<file path="src/wps_pkg.sv">
// Constants and types shared by the power-state and watchdog supervisor
package wps_pkg;

    // Register indices; byte address is four times the index
    localparam logic [15:0] IDX_IDENT    = 16'h0000;
    localparam logic [15:0] IDX_POWER    = 16'h4003;
    localparam logic [15:0] IDX_WDOG     = 16'h4004;
    localparam logic [15:0] IDX_IRQ_STAT = 16'h4010;
    localparam logic [15:0] IDX_IRQ_MASK = 16'h4011;

    // Power state register fields
    localparam int PS_ON_BIT    = 15;
    localparam int PS_SLP_BIT   = 14;
    localparam int PS_REF_BIT   = 12;
    localparam int PS_DLY_LSB   = 10;
    localparam int PS_DEFER_BIT = 9;

    // Watchdog register fields
    localparam int WD_ENA_BIT   = 15;
    localparam int WD_PAUSE_BIT = 14;
    localparam int WD_SRC_BIT   = 13;
    localparam int WD_SLP_BIT   = 12;
    localparam int WD_KICK_BIT  = 11;
    localparam int WD_SEC_LSB   = 8;
    localparam int WD_PRIM_LSB  = 4;
    localparam int WD_TO_LSB    = 0;

    // Reset values
    localparam logic [1:0] RST_DLY_SEL  = 2'h2;
    localparam logic       RST_DEFER    = 1'b0;
    localparam logic       RST_LOWPOWER_REFERENCE_SEL   = 1'b0;
    localparam logic       RST_WD_ENA   = 1'b1;
    localparam logic       RST_WD_PAUSE = 1'b0;
    localparam logic       RST_WD_SRC   = 1'b1;
    localparam logic       RST_WD_SLP   = 1'b0;
    localparam logic [1:0] RST_WD_SEC   = 2'h2;
    localparam logic [1:0] RST_WD_PRIM  = 2'h1;
    localparam logic [2:0] RST_WD_TO    = 3'h7;
    localparam logic [2:0] RST_IRQ_MASK = 3'h0;

    // Delay select codes
    localparam logic [1:0] DLY_SEL_1MS  = 2'h2;
    localparam logic [1:0] DLY_SEL_10MS = 2'h3;

    // Timeout action codes
    typedef enum logic [1:0] {
        ACT_NONE  = 2'h0,
        ACT_IRQ   = 2'h1,
        ACT_RESET = 2'h2,
        ACT_WAKE  = 2'h3
    } wps_action_t;

    // Power state machine, one-hot
    typedef enum logic [3:0] {
        ST_OFF   = 4'h1,
        ST_ON    = 4'h2,
        ST_SLEEP = 4'h4,
        ST_DELAY = 4'h8
    } wps_state_t;

    // Timing
    localparam int CLK_PERIOD_NS = 20;
    localparam int MS_NS         = 1000000;
    localparam int MS_CYCLES     = (MS_NS + CLK_PERIOD_NS - 1) / CLK_PERIOD_NS;
    localparam int DLY_SHORT_MS  = 1;
    localparam int DLY_LONG_MS   = 10;
    localparam int WD_BASE_MS    = 256;

    // Interrupt status bits
    localparam int IRQ_PRIM_BIT  = 0;
    localparam int IRQ_SEC_BIT   = 1;
    localparam int IRQ_STATE_BIT = 2;

endpackage

</file>
<file path="src/wps_supervisor.sv">
// Power-state control and watchdog supervisor with Wishbone register slave
//
// Behaviour
// - System-on status bit 15 reads 0 in OFF, 1 in ON or SLEEP.
// - Writing 0 to system-on bit starts a transition to OFF.
// - Writing 1 to system-on bit never starts an ON transition.
// - Sleep status bit 14 reads 1 in SLEEP and while a transition out of SLEEP is pending.
// - Writing 0 to sleep bit wakes the system out of SLEEP.
// - Writing 1 to sleep bit puts the system into SLEEP.
// - Bit 12 selects low-power reference; host sets it only with converter off.
// - Bits 11:10 set transition delay: none, none, 1 ms, 10 ms.
// - Bit 9 set postpones a software reset by the transition delay.
// - Watchdog enable bit 15, default set, does not restart the count.
// - Pause bit 14 freezes the watchdog count while set.
// - Bit 13 picks kick source; software kick bit 11 works only when set.
// - In SLEEP the watchdog stops unless sleep gate bit 12 is set.
// - Action codes: none, interrupt, device reset, WAKE; primary defaults interrupt.
// - Secondary action fires after two unkicked periods of 0.256 s doubling.
// - Watchdog configuration fields change only while the key is unlocked.
// - Any write to the identity register issues a software reset command.
//
// Register access over Wishbone was left to the implementer.
`timescale 1ns/100ps

module wps_supervisor
    import wps_pkg::*;
#(
    parameter int          TICK_CYCLES = MS_CYCLES,
    parameter logic [15:0] IDENT_CODE  = 16'h5a3c  // Arbitrary value
) (
    // Clock and reset
    input  wire logic        clk_i,
    input  wire logic        rst_i,
    // Wishbone slave
    input  wire logic        wb_cyc_i,
    input  wire logic        wb_stb_i,
    input  wire logic        wb_we_i,
    input  wire logic [17:0] wb_adr_i,
    input  wire logic [3:0]  wb_sel_i,
    input  wire logic [31:0] wb_dat_i,
    output logic      [31:0] wb_dat_o,
    output logic             wb_ack_o,
    // System inputs
    input  wire logic        key_unlocked_i,
    input  wire logic        on_event_i,
    input  wire logic        hw_kick_i,
    // Status and commands
    output logic             system_on_o,
    output logic             system_sleep_flag_o,
    output logic             lowpower_reference_sel_o,
    output logic             soft_reset_o,
    output logic             device_reset_o,
    output logic             irq_o
);

    localparam logic [23:0] TICK_LIM  = 24'(TICK_CYCLES - 1);
    localparam logic [23:0] DLY_S_CYC = 24'(DLY_SHORT_MS * TICK_CYCLES);
    localparam logic [23:0] DLY_L_CYC = 24'(DLY_LONG_MS * TICK_CYCLES);

    wps_state_t  state;
    wps_state_t  next_state;
    wps_state_t  tgt;
    wps_state_t  next_tgt;
    logic [15:0] idx;
    logic        acc;
    logic        wr_stb;
    logic        ps_wr;
    logic        wd_wr_hi;
    logic        wd_wr_lo;
    logic [1:0]  transition_delay_sel;
    logic        soft_reset_defer;
    logic        dly_zero;
    logic [1:0]  eff_dly_sel;
    logic [23:0] dly_hold;
    logic [23:0] dly_lim;
    logic [23:0] dly_cnt;
    logic        dly_done;
    logic        srst_pend;
    logic [23:0] srst_cnt;
    logic        supervisor_enable;
    logic        supervisor_pause;
    logic        kick_source_sel;
    logic        supervisor_sleep_gate;
    logic [1:0]  second_stage_action;
    logic [1:0]  first_stage_action;
    logic [2:0]  timeout_period_sel;
    logic [23:0] tick_cnt;
    logic        tick;
    logic [15:0] wd_cnt;
    logic [15:0] wd_lim;
    logic        stage;
    logic        run;
    logic        kick;
    logic        timeout;
    logic [1:0]  act;
    logic        hk_s1;
    logic        hk_s2;
    logic        hk_s3;
    logic [2:0]  irq_stat;
    logic [2:0]  irq_mask;
    logic [2:0]  next_irq_stat;
    logic [15:0] rd_val;

    // Bus decode
    assign idx      = wb_adr_i[17:2];
    assign acc      = wb_cyc_i && wb_stb_i && !wb_ack_o;
    assign wr_stb   = acc && wb_we_i;
    assign ps_wr    = wr_stb && (idx == IDX_POWER) && wb_sel_i[1];
    assign wd_wr_hi = wr_stb && (idx == IDX_WDOG) && wb_sel_i[1];
    assign wd_wr_lo = wr_stb && (idx == IDX_WDOG) && wb_sel_i[0];

    always_ff @(posedge clk_i) begin
        if (rst_i) begin
            wb_ack_o <= 1'b0;
        end else begin
            wb_ack_o <= acc;
        end
    end

    // Read mux; unmapped reads give zero
    always_comb begin
        rd_val = 16'h0000;
        case (idx)
            IDX_IDENT:    rd_val = IDENT_CODE;
            IDX_POWER:    rd_val = {system_on_o, system_sleep_flag_o, 1'b0,
                                    lowpower_reference_sel_o, transition_delay_sel,
                                    soft_reset_defer, 9'h000};
            // Kick bit reads back as zero
            IDX_WDOG:     rd_val = {supervisor_enable, supervisor_pause, kick_source_sel,
                                    supervisor_sleep_gate, 2'h0, second_stage_action,
                                    2'h0, first_stage_action, 1'b0, timeout_period_sel};
            IDX_IRQ_STAT: rd_val = {13'h0000, irq_stat};
            IDX_IRQ_MASK: rd_val = {13'h0000, irq_mask};
            default:      rd_val = 16'h0000;
        endcase
    end

    always_ff @(posedge clk_i) begin
        if (rst_i) begin
            wb_dat_o <= 32'h0000_0000;
        end else if (acc && !wb_we_i) begin
            wb_dat_o <= {16'h0000, rd_val};
        end
    end

    // Power state register fields
    always_ff @(posedge clk_i) begin
        if (rst_i) begin
            lowpower_reference_sel_o <= RST_LOWPOWER_REFERENCE_SEL;
            transition_delay_sel     <= RST_DLY_SEL;
            soft_reset_defer         <= RST_DEFER;
        end else if (ps_wr) begin
            lowpower_reference_sel_o <= wb_dat_i[PS_REF_BIT];
            transition_delay_sel     <= wb_dat_i[PS_DLY_LSB +: 2];
            soft_reset_defer         <= wb_dat_i[PS_DEFER_BIT];
        end
    end

    // A command uses the delay code written alongside it
    assign eff_dly_sel = ps_wr ? wb_dat_i[PS_DLY_LSB +: 2] : transition_delay_sel;

    always_comb begin
        case (eff_dly_sel)
            DLY_SEL_1MS:  dly_lim = DLY_S_CYC;
            DLY_SEL_10MS: dly_lim = DLY_L_CYC;
            default:      dly_lim = 24'h000000;
        endcase
    end
    assign dly_zero = (dly_lim == 24'h000000);
    assign dly_done = (state == ST_DELAY) && (dly_cnt == dly_hold - 24'h000001);

    // Power state transitions
    always_comb begin
        wps_state_t req;
        logic       go;
        req        = state;
        go         = 1'b0;
        next_state = state;
        next_tgt   = tgt;
        case (state)
            ST_OFF: begin
                // only an external ON event leaves OFF
                if (on_event_i) begin
                    req = ST_ON;
                    go  = 1'b1;
                end
            end
            ST_ON: begin
                if (ps_wr && !wb_dat_i[PS_ON_BIT]) begin
                    req = ST_OFF;
                    go  = 1'b1;
                end else if (ps_wr && wb_dat_i[PS_SLP_BIT]) begin
                    req = ST_SLEEP;
                    go  = 1'b1;
                end
            end
            ST_SLEEP: begin
                if (ps_wr && !wb_dat_i[PS_ON_BIT]) begin
                    req = ST_OFF;
                    go  = 1'b1;
                // WAKE by command or watchdog action
                end else if ((ps_wr && !wb_dat_i[PS_SLP_BIT]) ||
                             (timeout && act == ACT_WAKE)) begin
                    req = ST_ON;
                    go  = 1'b1;
                end
            end
            ST_DELAY: begin
                if (dly_done) begin
                    next_state = tgt;
                end
            end
            default: next_state = ST_OFF;
        endcase
        if (go) begin
            if (dly_zero) begin
                next_state = req;
            end else begin
                next_state = ST_DELAY;
                next_tgt   = req;
            end
        end
    end

    always_ff @(posedge clk_i) begin
        if (rst_i) begin
            state <= ST_OFF;
            tgt   <= ST_OFF;
        end else begin
            state <= next_state;
            tgt   <= next_tgt;
        end
    end

    always_ff @(posedge clk_i) begin
        if (rst_i || state != ST_DELAY) begin
            dly_cnt <= 24'h000000;
        end else begin
            dly_cnt <= dly_cnt + 24'h000001;
        end
    end

    // Length latched on entry; later field writes cannot strand the delay
    always_ff @(posedge clk_i) begin
        if (rst_i) begin
            dly_hold <= 24'h000000;
        end else if (state != ST_DELAY) begin
            dly_hold <= dly_lim;
        end
    end

    // Status flags hold their value while a transition is pending
    always_ff @(posedge clk_i) begin
        if (rst_i) begin
            system_on_o         <= 1'b0;
            system_sleep_flag_o <= 1'b0;
        end else if (next_state != ST_DELAY) begin
            system_on_o         <= (next_state != ST_OFF);
            system_sleep_flag_o <= (next_state == ST_SLEEP);
        end
    end

    // identity write issues soft reset, may defer it
    always_ff @(posedge clk_i) begin
        if (rst_i) begin
            srst_pend    <= 1'b0;
            srst_cnt     <= 24'h000000;
            soft_reset_o <= 1'b0;
        end else begin
            soft_reset_o <= 1'b0;
            if (wr_stb && idx == IDX_IDENT && wb_sel_i != 4'h0) begin
                if (soft_reset_defer && !dly_zero) begin
                    srst_pend <= 1'b1;
                    srst_cnt  <= 24'h000000;
                end else begin
                    soft_reset_o <= 1'b1;
                end
            end else if (srst_pend) begin
                if (dly_zero || srst_cnt >= dly_lim - 24'h000001) begin
                    srst_pend    <= 1'b0;
                    soft_reset_o <= 1'b1;
                end else begin
                    srst_cnt <= srst_cnt + 24'h000001;
                end
            end
        end
    end

    // watchdog fields writable only when unlocked
    always_ff @(posedge clk_i) begin
        if (rst_i) begin
            supervisor_enable     <= RST_WD_ENA;
            supervisor_pause      <= RST_WD_PAUSE;
            kick_source_sel       <= RST_WD_SRC;
            supervisor_sleep_gate <= RST_WD_SLP;
            second_stage_action   <= RST_WD_SEC;
        end else if (wd_wr_hi && key_unlocked_i) begin
            supervisor_enable     <= wb_dat_i[WD_ENA_BIT];
            supervisor_pause      <= wb_dat_i[WD_PAUSE_BIT];
            kick_source_sel       <= wb_dat_i[WD_SRC_BIT];
            supervisor_sleep_gate <= wb_dat_i[WD_SLP_BIT];
            second_stage_action   <= wb_dat_i[WD_SEC_LSB +: 2];
        end
    end

    always_ff @(posedge clk_i) begin
        if (rst_i) begin
            first_stage_action <= RST_WD_PRIM;
            timeout_period_sel <= RST_WD_TO;
        end else if (wd_wr_lo && key_unlocked_i) begin
            first_stage_action <= wb_dat_i[WD_PRIM_LSB +: 2];
            timeout_period_sel <= wb_dat_i[WD_TO_LSB +: 3];
        end
    end

    // Millisecond tick
    always_ff @(posedge clk_i) begin
        if (rst_i || tick) begin
            tick_cnt <= 24'h000000;
        end else begin
            tick_cnt <= tick_cnt + 24'h000001;
        end
    end
    assign tick = (tick_cnt == TICK_LIM);

    // Hardware kick synchroniser and rising edge
    always_ff @(posedge clk_i) begin
        if (rst_i) begin
            hk_s1 <= 1'b0;
            hk_s2 <= 1'b0;
            hk_s3 <= 1'b0;
        end else begin
            hk_s1 <= hw_kick_i;
            hk_s2 <= hk_s1;
            hk_s3 <= hk_s2;
        end
    end

    assign kick = (!kick_source_sel && hk_s2 && !hk_s3) ||
                  (kick_source_sel && wd_wr_hi && wb_dat_i[WD_KICK_BIT]);
    // enable only, pause freezes, sleep gating
    assign run  = supervisor_enable && !supervisor_pause &&
                  (state != ST_SLEEP || supervisor_sleep_gate);
    // period doubles per code from base
    assign wd_lim  = 16'(WD_BASE_MS) << timeout_period_sel;
    assign timeout = run && tick && !kick && (wd_cnt == wd_lim - 16'h0001);

    always_ff @(posedge clk_i) begin
        if (rst_i) begin
            wd_cnt <= 16'h0000;
            stage  <= 1'b0;
        // valid kick clears count and stage
        end else if (kick) begin
            wd_cnt <= 16'h0000;
            stage  <= 1'b0;
        end else if (timeout) begin
            wd_cnt <= 16'h0000;
            stage  <= !stage;
        end else if (run && tick) begin
            wd_cnt <= wd_cnt + 16'h0001;
        end
    end

    // primary at first period, secondary at second
    always_comb begin
        act = ACT_NONE;
        if (timeout) begin
            act = stage ? second_stage_action : first_stage_action;
        end
    end

    always_ff @(posedge clk_i) begin
        if (rst_i) begin
            device_reset_o <= 1'b0;
        end else begin
            device_reset_o <= timeout && (act == ACT_RESET);
        end
    end

    // Interrupts; set wins over write-one clear
    always_comb begin
        logic [2:0] set;
        logic [2:0] clr;
        set = 3'h0;
        clr = 3'h0;
        set[IRQ_PRIM_BIT]  = timeout && !stage && (act == ACT_IRQ);
        set[IRQ_SEC_BIT]   = timeout && stage && (act == ACT_IRQ);
        set[IRQ_STATE_BIT] = (next_state != state) && (next_state != ST_DELAY);
        if (wr_stb && idx == IDX_IRQ_STAT && wb_sel_i[0]) begin
            clr = wb_dat_i[2:0];
        end
        next_irq_stat = (irq_stat & ~clr) | set;
    end

    always_ff @(posedge clk_i) begin
        if (rst_i) begin
            irq_stat <= 3'h0;
            irq_mask <= RST_IRQ_MASK;
            irq_o    <= 1'b0;
        end else begin
            irq_stat <= next_irq_stat;
            if (wr_stb && idx == IDX_IRQ_MASK && wb_sel_i[0]) begin
                irq_mask <= wb_dat_i[2:0];
                irq_o    <= |(next_irq_stat & wb_dat_i[2:0]);
            end else begin
                irq_o    <= |(next_irq_stat & irq_mask);
            end
        end
    end
endmodule
</file>
<file path="config.mk">
export PLATFORM = sky130hd
export DESIGN_NAME = wps_supervisor
export DESIGN_NICKNAME = d
export VERILOG_FILES = /design/src/wps_pkg.sv /design/src/wps_supervisor.sv
export SDC_FILE = /design/constraint.sdc
export NUM_CORES = 1
export LEC_CHECK = 0
export BUFFER_PORTS_ARGS = -buffer_cell sky130_fd_sc_hd__buf_4
export CAP_MARGIN = 5
export CORE_ASPECT_RATIO = 2
export CORE_MARGIN = 1.5
export CORE_UTILIZATION = 63
export CTS_BUF_LIST = sky130_fd_sc_hd__clkbuf_16
export DETAILED_ROUTE_END_ITERATION = 7
export MAX_ROUTING_LAYER = met4
export PLACE_DENSITY = 0.87
export SLEW_MARGIN = 30
export SYNTH_ARGS = -nofsm -noshare
export SYNTH_HDL_FRONTEND = slang
export SYNTH_SLANG_ARGS = --single-unit
</file>
<file path="constraint.sdc">
create_clock -name clk_i -period 11.29 [get_ports clk_i]
set_clock_uncertainty 0.1 [all_clocks]
set_input_delay 2.8225 -clock clk_i [delete_from_list [all_inputs] [get_ports clk_i]]
set_output_delay 2.8225 -clock clk_i [all_outputs]
set_load 0.1 [all_outputs]
</file>
==> flow_metrics.env, run 1 <==
export IMPL_status="completed"
export IMPL_path_clk_slew_ps=70
export IMPL_grt_pass1_wl_mm=33.3
export IMPL_via_per_inst=6.32
export IMPL_crit_chain="buf_4 > nor4_1 > nand4_1 > nor2_2 > mux2i_1 > inv_1 > and2_1 > ha_1 > a41o_1 > a21o_1 > a21o_1 > a21oi_1 > or3_1 > a31oi_1 > o31a_1 > buf_4 > or4_1 > a21oi_1"
export IMPL_hold_buffers=0
export IMPL_finalWeightedCongestion=0.940
export IMPL_syn2layout_area_growth_pct=12.5
export IMPL_ys_types=86
export IMPL_netlist_top_cells_area="dfxtp_1, nor2_1, ha_1"
export IMPL_power_internal_mw=0.829
export IMPL_yosys_most_used_dff="dfxtp_1"
export IMPL_syn_avg_cell_area_um2=8.27
export IMPL_hold_class="register to register"
export IMPL_rows=58
export IMPL_synth_top_area_frac=0.359
export IMPL_drtIter0Drc=491
export IMPL_power_switching_mw=0.315
export IMPL_rsz0062_at_grt="no"
export IMPL_dp_cells=1153
export IMPL_total_power_mw=1.14
export IMPL_cts_made_buffers=17
export IMPL_powerDensity_nw_per_um2=126
export IMPL_layout_cells_non_filler=1185
export IMPL_p_leak_nw=3.31
export IMPL_setup_viol=0
export IMPL_crit_required_ps=11550
export IMPL_p_comb_frac=0.081
export IMPL_clkPwrFrac=0.463
export IMPL_worstPathArrival_ps=7920
export IMPL_grt_pass1_vias=7221
export IMPL_irDropWorstVdd_v=0.000114
export IMPL_nNetsFinal=1113
export IMPL_slew_viol_final=0
export IMPL_setup_tns_ps=0
export IMPL_antenna_found_initial=0
export IMPL_synth_edf_count=0
export IMPL_n_fill_cell=988
export IMPL_firstDrtPassIters=6
export IMPL_yosysTopAreaCell="dfxtp_1"
export IMPL_synth_most_common_cell="dfxtp_1"
export IMPL_fin_crit_sh=0.679
export IMPL_dpl_cell_area_um2=8540
export IMPL_switching_share=0.275
export IMPL_ios=101
export IMPL_min_period_ps=7660
export IMPL_relSlewSlack=0.402
export IMPL_cts_setup_buffers=0
export IMPL_drc=0
export IMPL_design_area_um2=9090
export IMPL_slowest_delay_ps=640
export IMPL_ant_nets=0
export IMPL_path_buf_inv=3
export IMPL_slowest_stage="nor4_1"
export IMPL_clk_latency_ps=440
export IMPL_io_buffers=61
export IMPL_dieArea_um2=13600
export IMPL_cpLargestDelayFamily="simple AND/OR/NAND/NOR gates"
export IMPL_synth_area_um2=8080
export IMPL_routed_wl_mm=20.0
export IMPL_die_y_um=163
export IMPL_chipWidth_um=83.1
export IMPL_p_seq_frac=0.456
export IMPL_route_detailed_wl_per_inst_um=16.9
export IMPL_drive_gt1_frac=0.128
export IMPL_fmax_ghz=0.131
export IMPL_root_buffer="clkbuf_16"
export IMPL_cts_resized=0
export IMPL_path_class="input port to register"
export IMPL_grt_util_all_layers=0.308
export IMPL_start_util=0.644
export IMPL_yosys_register_bits=145
export IMPL_clock_sink_count=145
export IMPL_crit_path_start_kind="input port"
export IMPL_via_count=7487
export IMPL_yosysWarnings=0
export IMPL_synthTopCellsByCount="dfxtp_1, nor2_1, nand2_1, a21oi_1, nand3_1"
export IMPL_overflow=0
export IMPL_cts_buffer_depth=2
export IMPL_cp_end_kind="register"
export IMPL_tightest_slew_ps=897
export IMPL_h_tree_depth=4
export IMPL_seq_area_frac_synth=0.359
export IMPL_grt_max_degree=63
export IMPL_dpl_hpwl_mm=14.4
export IMPL_n_antenna_cell=0
export IMPL_path_max_fanout=28
export IMPL_hold_viol=0
export IMPL_tritoncts="done"
export IMPL_max_cap_violations=0
export IMPL_coreArea_um2=12600
export IMPL_synthArstFlopShare=0
export IMPL_postSynthCellCount=977
==> cells by family after synthesis <==
group                      count (synthesis)  synth area share
AOI/OAI and AO/OA                        188             0.152
xor gates and xnor gates                  66            0.0715
adders and majority gates                 29            0.0449
buffers and inverters                     82            0.0480
DFF                                      145             0.359
muxes                                     23            0.0294
other                                      1          0.000464
and+or+nand+nor                          443             0.294
==> sequential cells by signal (all words and copies together) (netlist names), 2 cells and up <==
| signal | count |
|---|---|
| srst_cnt | 24 |
| wb_dat_o | 14 |
| dly_cnt | 24 |
| state | 4 |
| first_stage_action | 2 |
| second_stage_action | 2 |
| dly_hold | 3 |
| timeout_period_sel | 3 |
| tgt | 4 |
| transition_delay_sel | 2 |
| irq_stat | 3 |
| wd_cnt | 16 |
| irq_mask | 3 |
| tick_cnt | 24 |
==> final timing paths <==
kind | endpoint | depth (start not counted) | slack, ps | from
max reg2reg | srst_cnt[22] | 17 | 6310 | wb_ack_o
min reg2reg | hk_s2 | 1 | 350 | hk_s1
max | srst_cnt[22] | 18 | 3630 | wb_adr_i[8]
min | hk_s2 | 1 | 350 | hk_s1
==> power groups by stage <==
stage	clock [mW]	combinational (mW)	sequential, mW
2_1_floorplan	0	0.0672	0.538
6_report	0.529	0.0925	0.522
3_5_place_dp	0	0.0909	0.533
3_3_place_gp	0	0.0897	0.533
5_1_grt	0.554	0.0980	0.522
4_1_cts	0.532	0.0916	0.522
==> worst register-to-register path, stage by stage, from the launching register on <==
cell and delay, ps:
dfxtp_1 320, and4b_1 350, nand2_1 210, nor2_2 390, mux2i_1 270, inv_1 180, and2_1 310, ha_1 340
a41o_1 240, a21o_1 170, a21o_1 160, a21oi_1 150, or3_1 130, a31oi_1 100, o31a_1 490, buf_4 310
or4_1 530, a21oi_1 150
==> per-layer routing <==
metal  wire length, µm  track usage
met1              7130        0.298
met2             10900        0.576
met3               960       0.0606
met4               983        0.155
met5                 0            -
==> metrics by stage <==
step | utilization | setup slack, ps | hold WS [ps]
finish | 0.724 | 3630 | 348
global route | 0.724 | 3250 | 376
CTS | 0.724 | 3670 | 348
detailed placement | 0.680 | 3240 | 327
global placement | 0.680 | 3410 | 324
floorplan | - | 4340 | 314
==> placed cells by master, fill, tap and decap left out, types with 4 or more instances in the layout <==
cell,instances
a211o_1,7
a211oi_1,8
a21boi_0,4
a21o_1,9
a21oi_1,63
a221oi_1,5
and2_1,9
and3_1,13
buf_4,68
clkbuf_16,17
clkinvlp_4,4
conb_1,20
dfxtp_1,145
ha_1,29
inv_1,21
inv_6,7
mux2i_1,20
nand2_1,66
nand2b_1,11
nand3_1,43
nand4_1,22
nor2_1,134
nor2b_1,21
nor3_1,20
nor3b_1,7
nor4_1,11
nor4b_1,5
o21ai_0,34
o31a_1,4
o31ai_1,17
or2_2,4
or3_1,20
or4_1,19
xnor2_1,31
xor2_1,35
==> final cells by class <==
class	count	area [µm²]	share of cell area
Multi-Input combinational cell	769	4860	0.535
Inverter	21	78.8	0.00867
Timing Repair Buffer	68	510	0.0561
Sequential cell	145	2900	0.319
Clock buffer	17	425	0.0468
Clock inverter	15	125	0.0138
Tap cell	150	188	0.0206
Note: power is estimated with default switching activity, not from simulation.
==> inputs of run 2 (changes only) <==
--- a/config.mk
+++ b/config.mk
@@ -9,11 +9,11 @@
 export CAP_MARGIN = 5
 export CORE_ASPECT_RATIO = 2
 export CORE_MARGIN = 1.5
-export CORE_UTILIZATION = 63
+export CORE_UTILIZATION = 53
 export CTS_BUF_LIST = sky130_fd_sc_hd__clkbuf_16
 export DETAILED_ROUTE_END_ITERATION = 7
 export MAX_ROUTING_LAYER = met4
-export PLACE_DENSITY = 0.87
+export PLACE_DENSITY = 0.78
 export SLEW_MARGIN = 30
 export SYNTH_ARGS = -nofsm -noshare
 export SYNTH_HDL_FRONTEND = slang
==> constraint.sdc (replaced) <==
create_clock -name clk_i -period 6.3 [get_ports clk_i]
set_clock_uncertainty 0.1 [all_clocks]
set_input_delay 1.575 -clock clk_i [delete_from_list [all_inputs] [get_ports clk_i]]
set_output_delay 1.575 -clock clk_i [all_outputs]
set_load 0.1 [all_outputs]
==> flow_metrics.env, run 2 (same netlist as run 1, synthesis figures left out) <==
export IMPL_status="completed"
export IMPL_powerDensity_nw_per_um2=236
export IMPL_hold_class="register to register"
export IMPL_routed_wl_mm=20.4
export IMPL_layout_common_cells="dfxtp_1, nor2_1, buf_4, nand2_1, a21oi_1"
export IMPL_coreArea_um2=14900
export IMPL_hold_path_depth=1
export IMPL_grt_max_degree=63
export IMPL_fmax_ghz=0.182
export IMPL_hold_buffers=0
export IMPL_relSlewSlack=0.360
export IMPL_p_leak_nw=3.38
export IMPL_cts_setup_buffers=0
export IMPL_path_max_fanout=23
export IMPL_cts_made_buffers=17
export IMPL_overflow=0
export IMPL_chipWidth_um=90.3
export IMPL_via_count=7272
export IMPL_dpl_hpwl_mm=15.3
export IMPL_grt_pass1_wl_mm=33.2
export IMPL_n_antenna_cell=0
export IMPL_nNetsFinal=1119
export IMPL_grt_util_all_layers=0.269
export IMPL_place_ws_ps=378
export IMPL_r2r_slack_ps=1990
export IMPL_tritoncts="done"
export IMPL_ios=101
export IMPL_crit_required_ps=6560
export IMPL_worst_hold_slack_ps=349
export IMPL_cts_resized=0
export IMPL_drive_gt1_frac=0.128
export IMPL_top_regs="dly_cnt x24, srst_cnt x24, tick_cnt x24"
export IMPL_firstDrtPassIters=5
export IMPL_worstPathArrival_ps=5740
export IMPL_dp_cells=1204
export IMPL_fin_crit_sh=0.870
export IMPL_via_per_inst=5.89
export IMPL_clock_sink_count=145
export IMPL_layout_cells_non_filler=1234
export IMPL_rows=63
export IMPL_crit_path_start_kind="input port"
export IMPL_root_buffer="clkbuf_16"
export IMPL_drc=0
export IMPL_hold_viol=0
export IMPL_dieArea_um2=16000
export IMPL_ant_nets=0
export IMPL_io_buffers=61
export IMPL_slew_viol_final=0
export IMPL_path_clk_slew_ps=60
export IMPL_grt_pass1_vias=6911
export IMPL_tightest_slew_ps=959
export IMPL_cp_end_kind="register"
export IMPL_min_period_ps=5480
export IMPL_start_util=0.543
export IMPL_clk_latency_ps=430
export IMPL_dpl_cell_area_um2=8640
export IMPL_finalWorstSetupSlack_ps=819
export IMPL_route_detailed_wl_per_inst_um=16.5
export IMPL_drtIter0Drc=347
export IMPL_syn2layout_area_growth_pct=14.6
export IMPL_path_class="input port to register"
export IMPL_irDropWorstVdd_v=0.000179
export IMPL_max_cap_violations=0
export IMPL_final_common_cell="dfxtp_1"
export IMPL_h_tree_depth=4
export IMPL_setup_tns_ps=0
export IMPL_rsz0062_at_grt="no"
export IMPL_setup_viol=0
export IMPL_cts_buffer_depth=2
export IMPL_antenna_found_initial=0
export IMPL_r2r_cells=17
export IMPL_design_area_um2=9270
export IMPL_finalWeightedCongestion=0.887
export IMPL_die_y_um=178
[run 2: path summary, 6_finish.rpt]
path / startpoint / end
max reg2reg: wb_ack_o / srst_cnt[9]
min reg2reg: hk_s1 / hk_s2
max: wb_adr_i[4] / srst_cnt[9]
min: hk_s1 / hk_s2
[run 2: critical path, stage by stage]
cell and delay, ps:
buf_4 130, nor4_1 280, buf_4 180, nand4_1 250
nor2_2 210, buf_4 180, mux2i_1 210, and2_1 310
ha_1 290, a41o_1 230, a21o_1 170, a21o_1 160
a21oi_1 120, or3_1 110, a31oi_1 130, o31a_1 330
buf_4 210, or4_1 510, a21oi_1 150
[run 2: power breakdown]
group	switching [mW]	leakage [nW]	internal, mW	total, mW
clock network	0.390	0.309	0.692	1.08
registers	0.0108	1.17	0.925	0.936
logic	0.119	1.90	0.0469	0.166
[run 2: per-stage QoR]
step | utilization | total power [mW]
2_1_floorplan | - | 1.08
3_3_place_gp | 0.580 | 1.12
3_5_place_dp | 0.580 | 1.12
4_1_cts | 0.622 | 2.20
5_1_grt | 0.622 | 2.25
6_report | 0.622 | 2.18
[run 2: final cells by class]
cell class,instances,area (µm²)
fill,1304,5630
multi-input combinational,769,4860
sequential,145,2900
timing repair buffer,74,556
clock buffer,17,425
tap,195,244
clock inverter,13,196
inverter,21,78.8
[run 2: layer usage]
layer | global-route usage | routed length [µm] | vias up | share of wire
li1 | - | - | 3571 | -
met1 | 0.250 | 7370 | 3425 | 0.36
met2 | 0.508 | 11100 | 199 | 0.55
met3 | 0.0407 | 767 | 77 | 0.038
met4 | 0.170 | 1110 | 0 | 0.054
met5 | - | 0 | - | 0
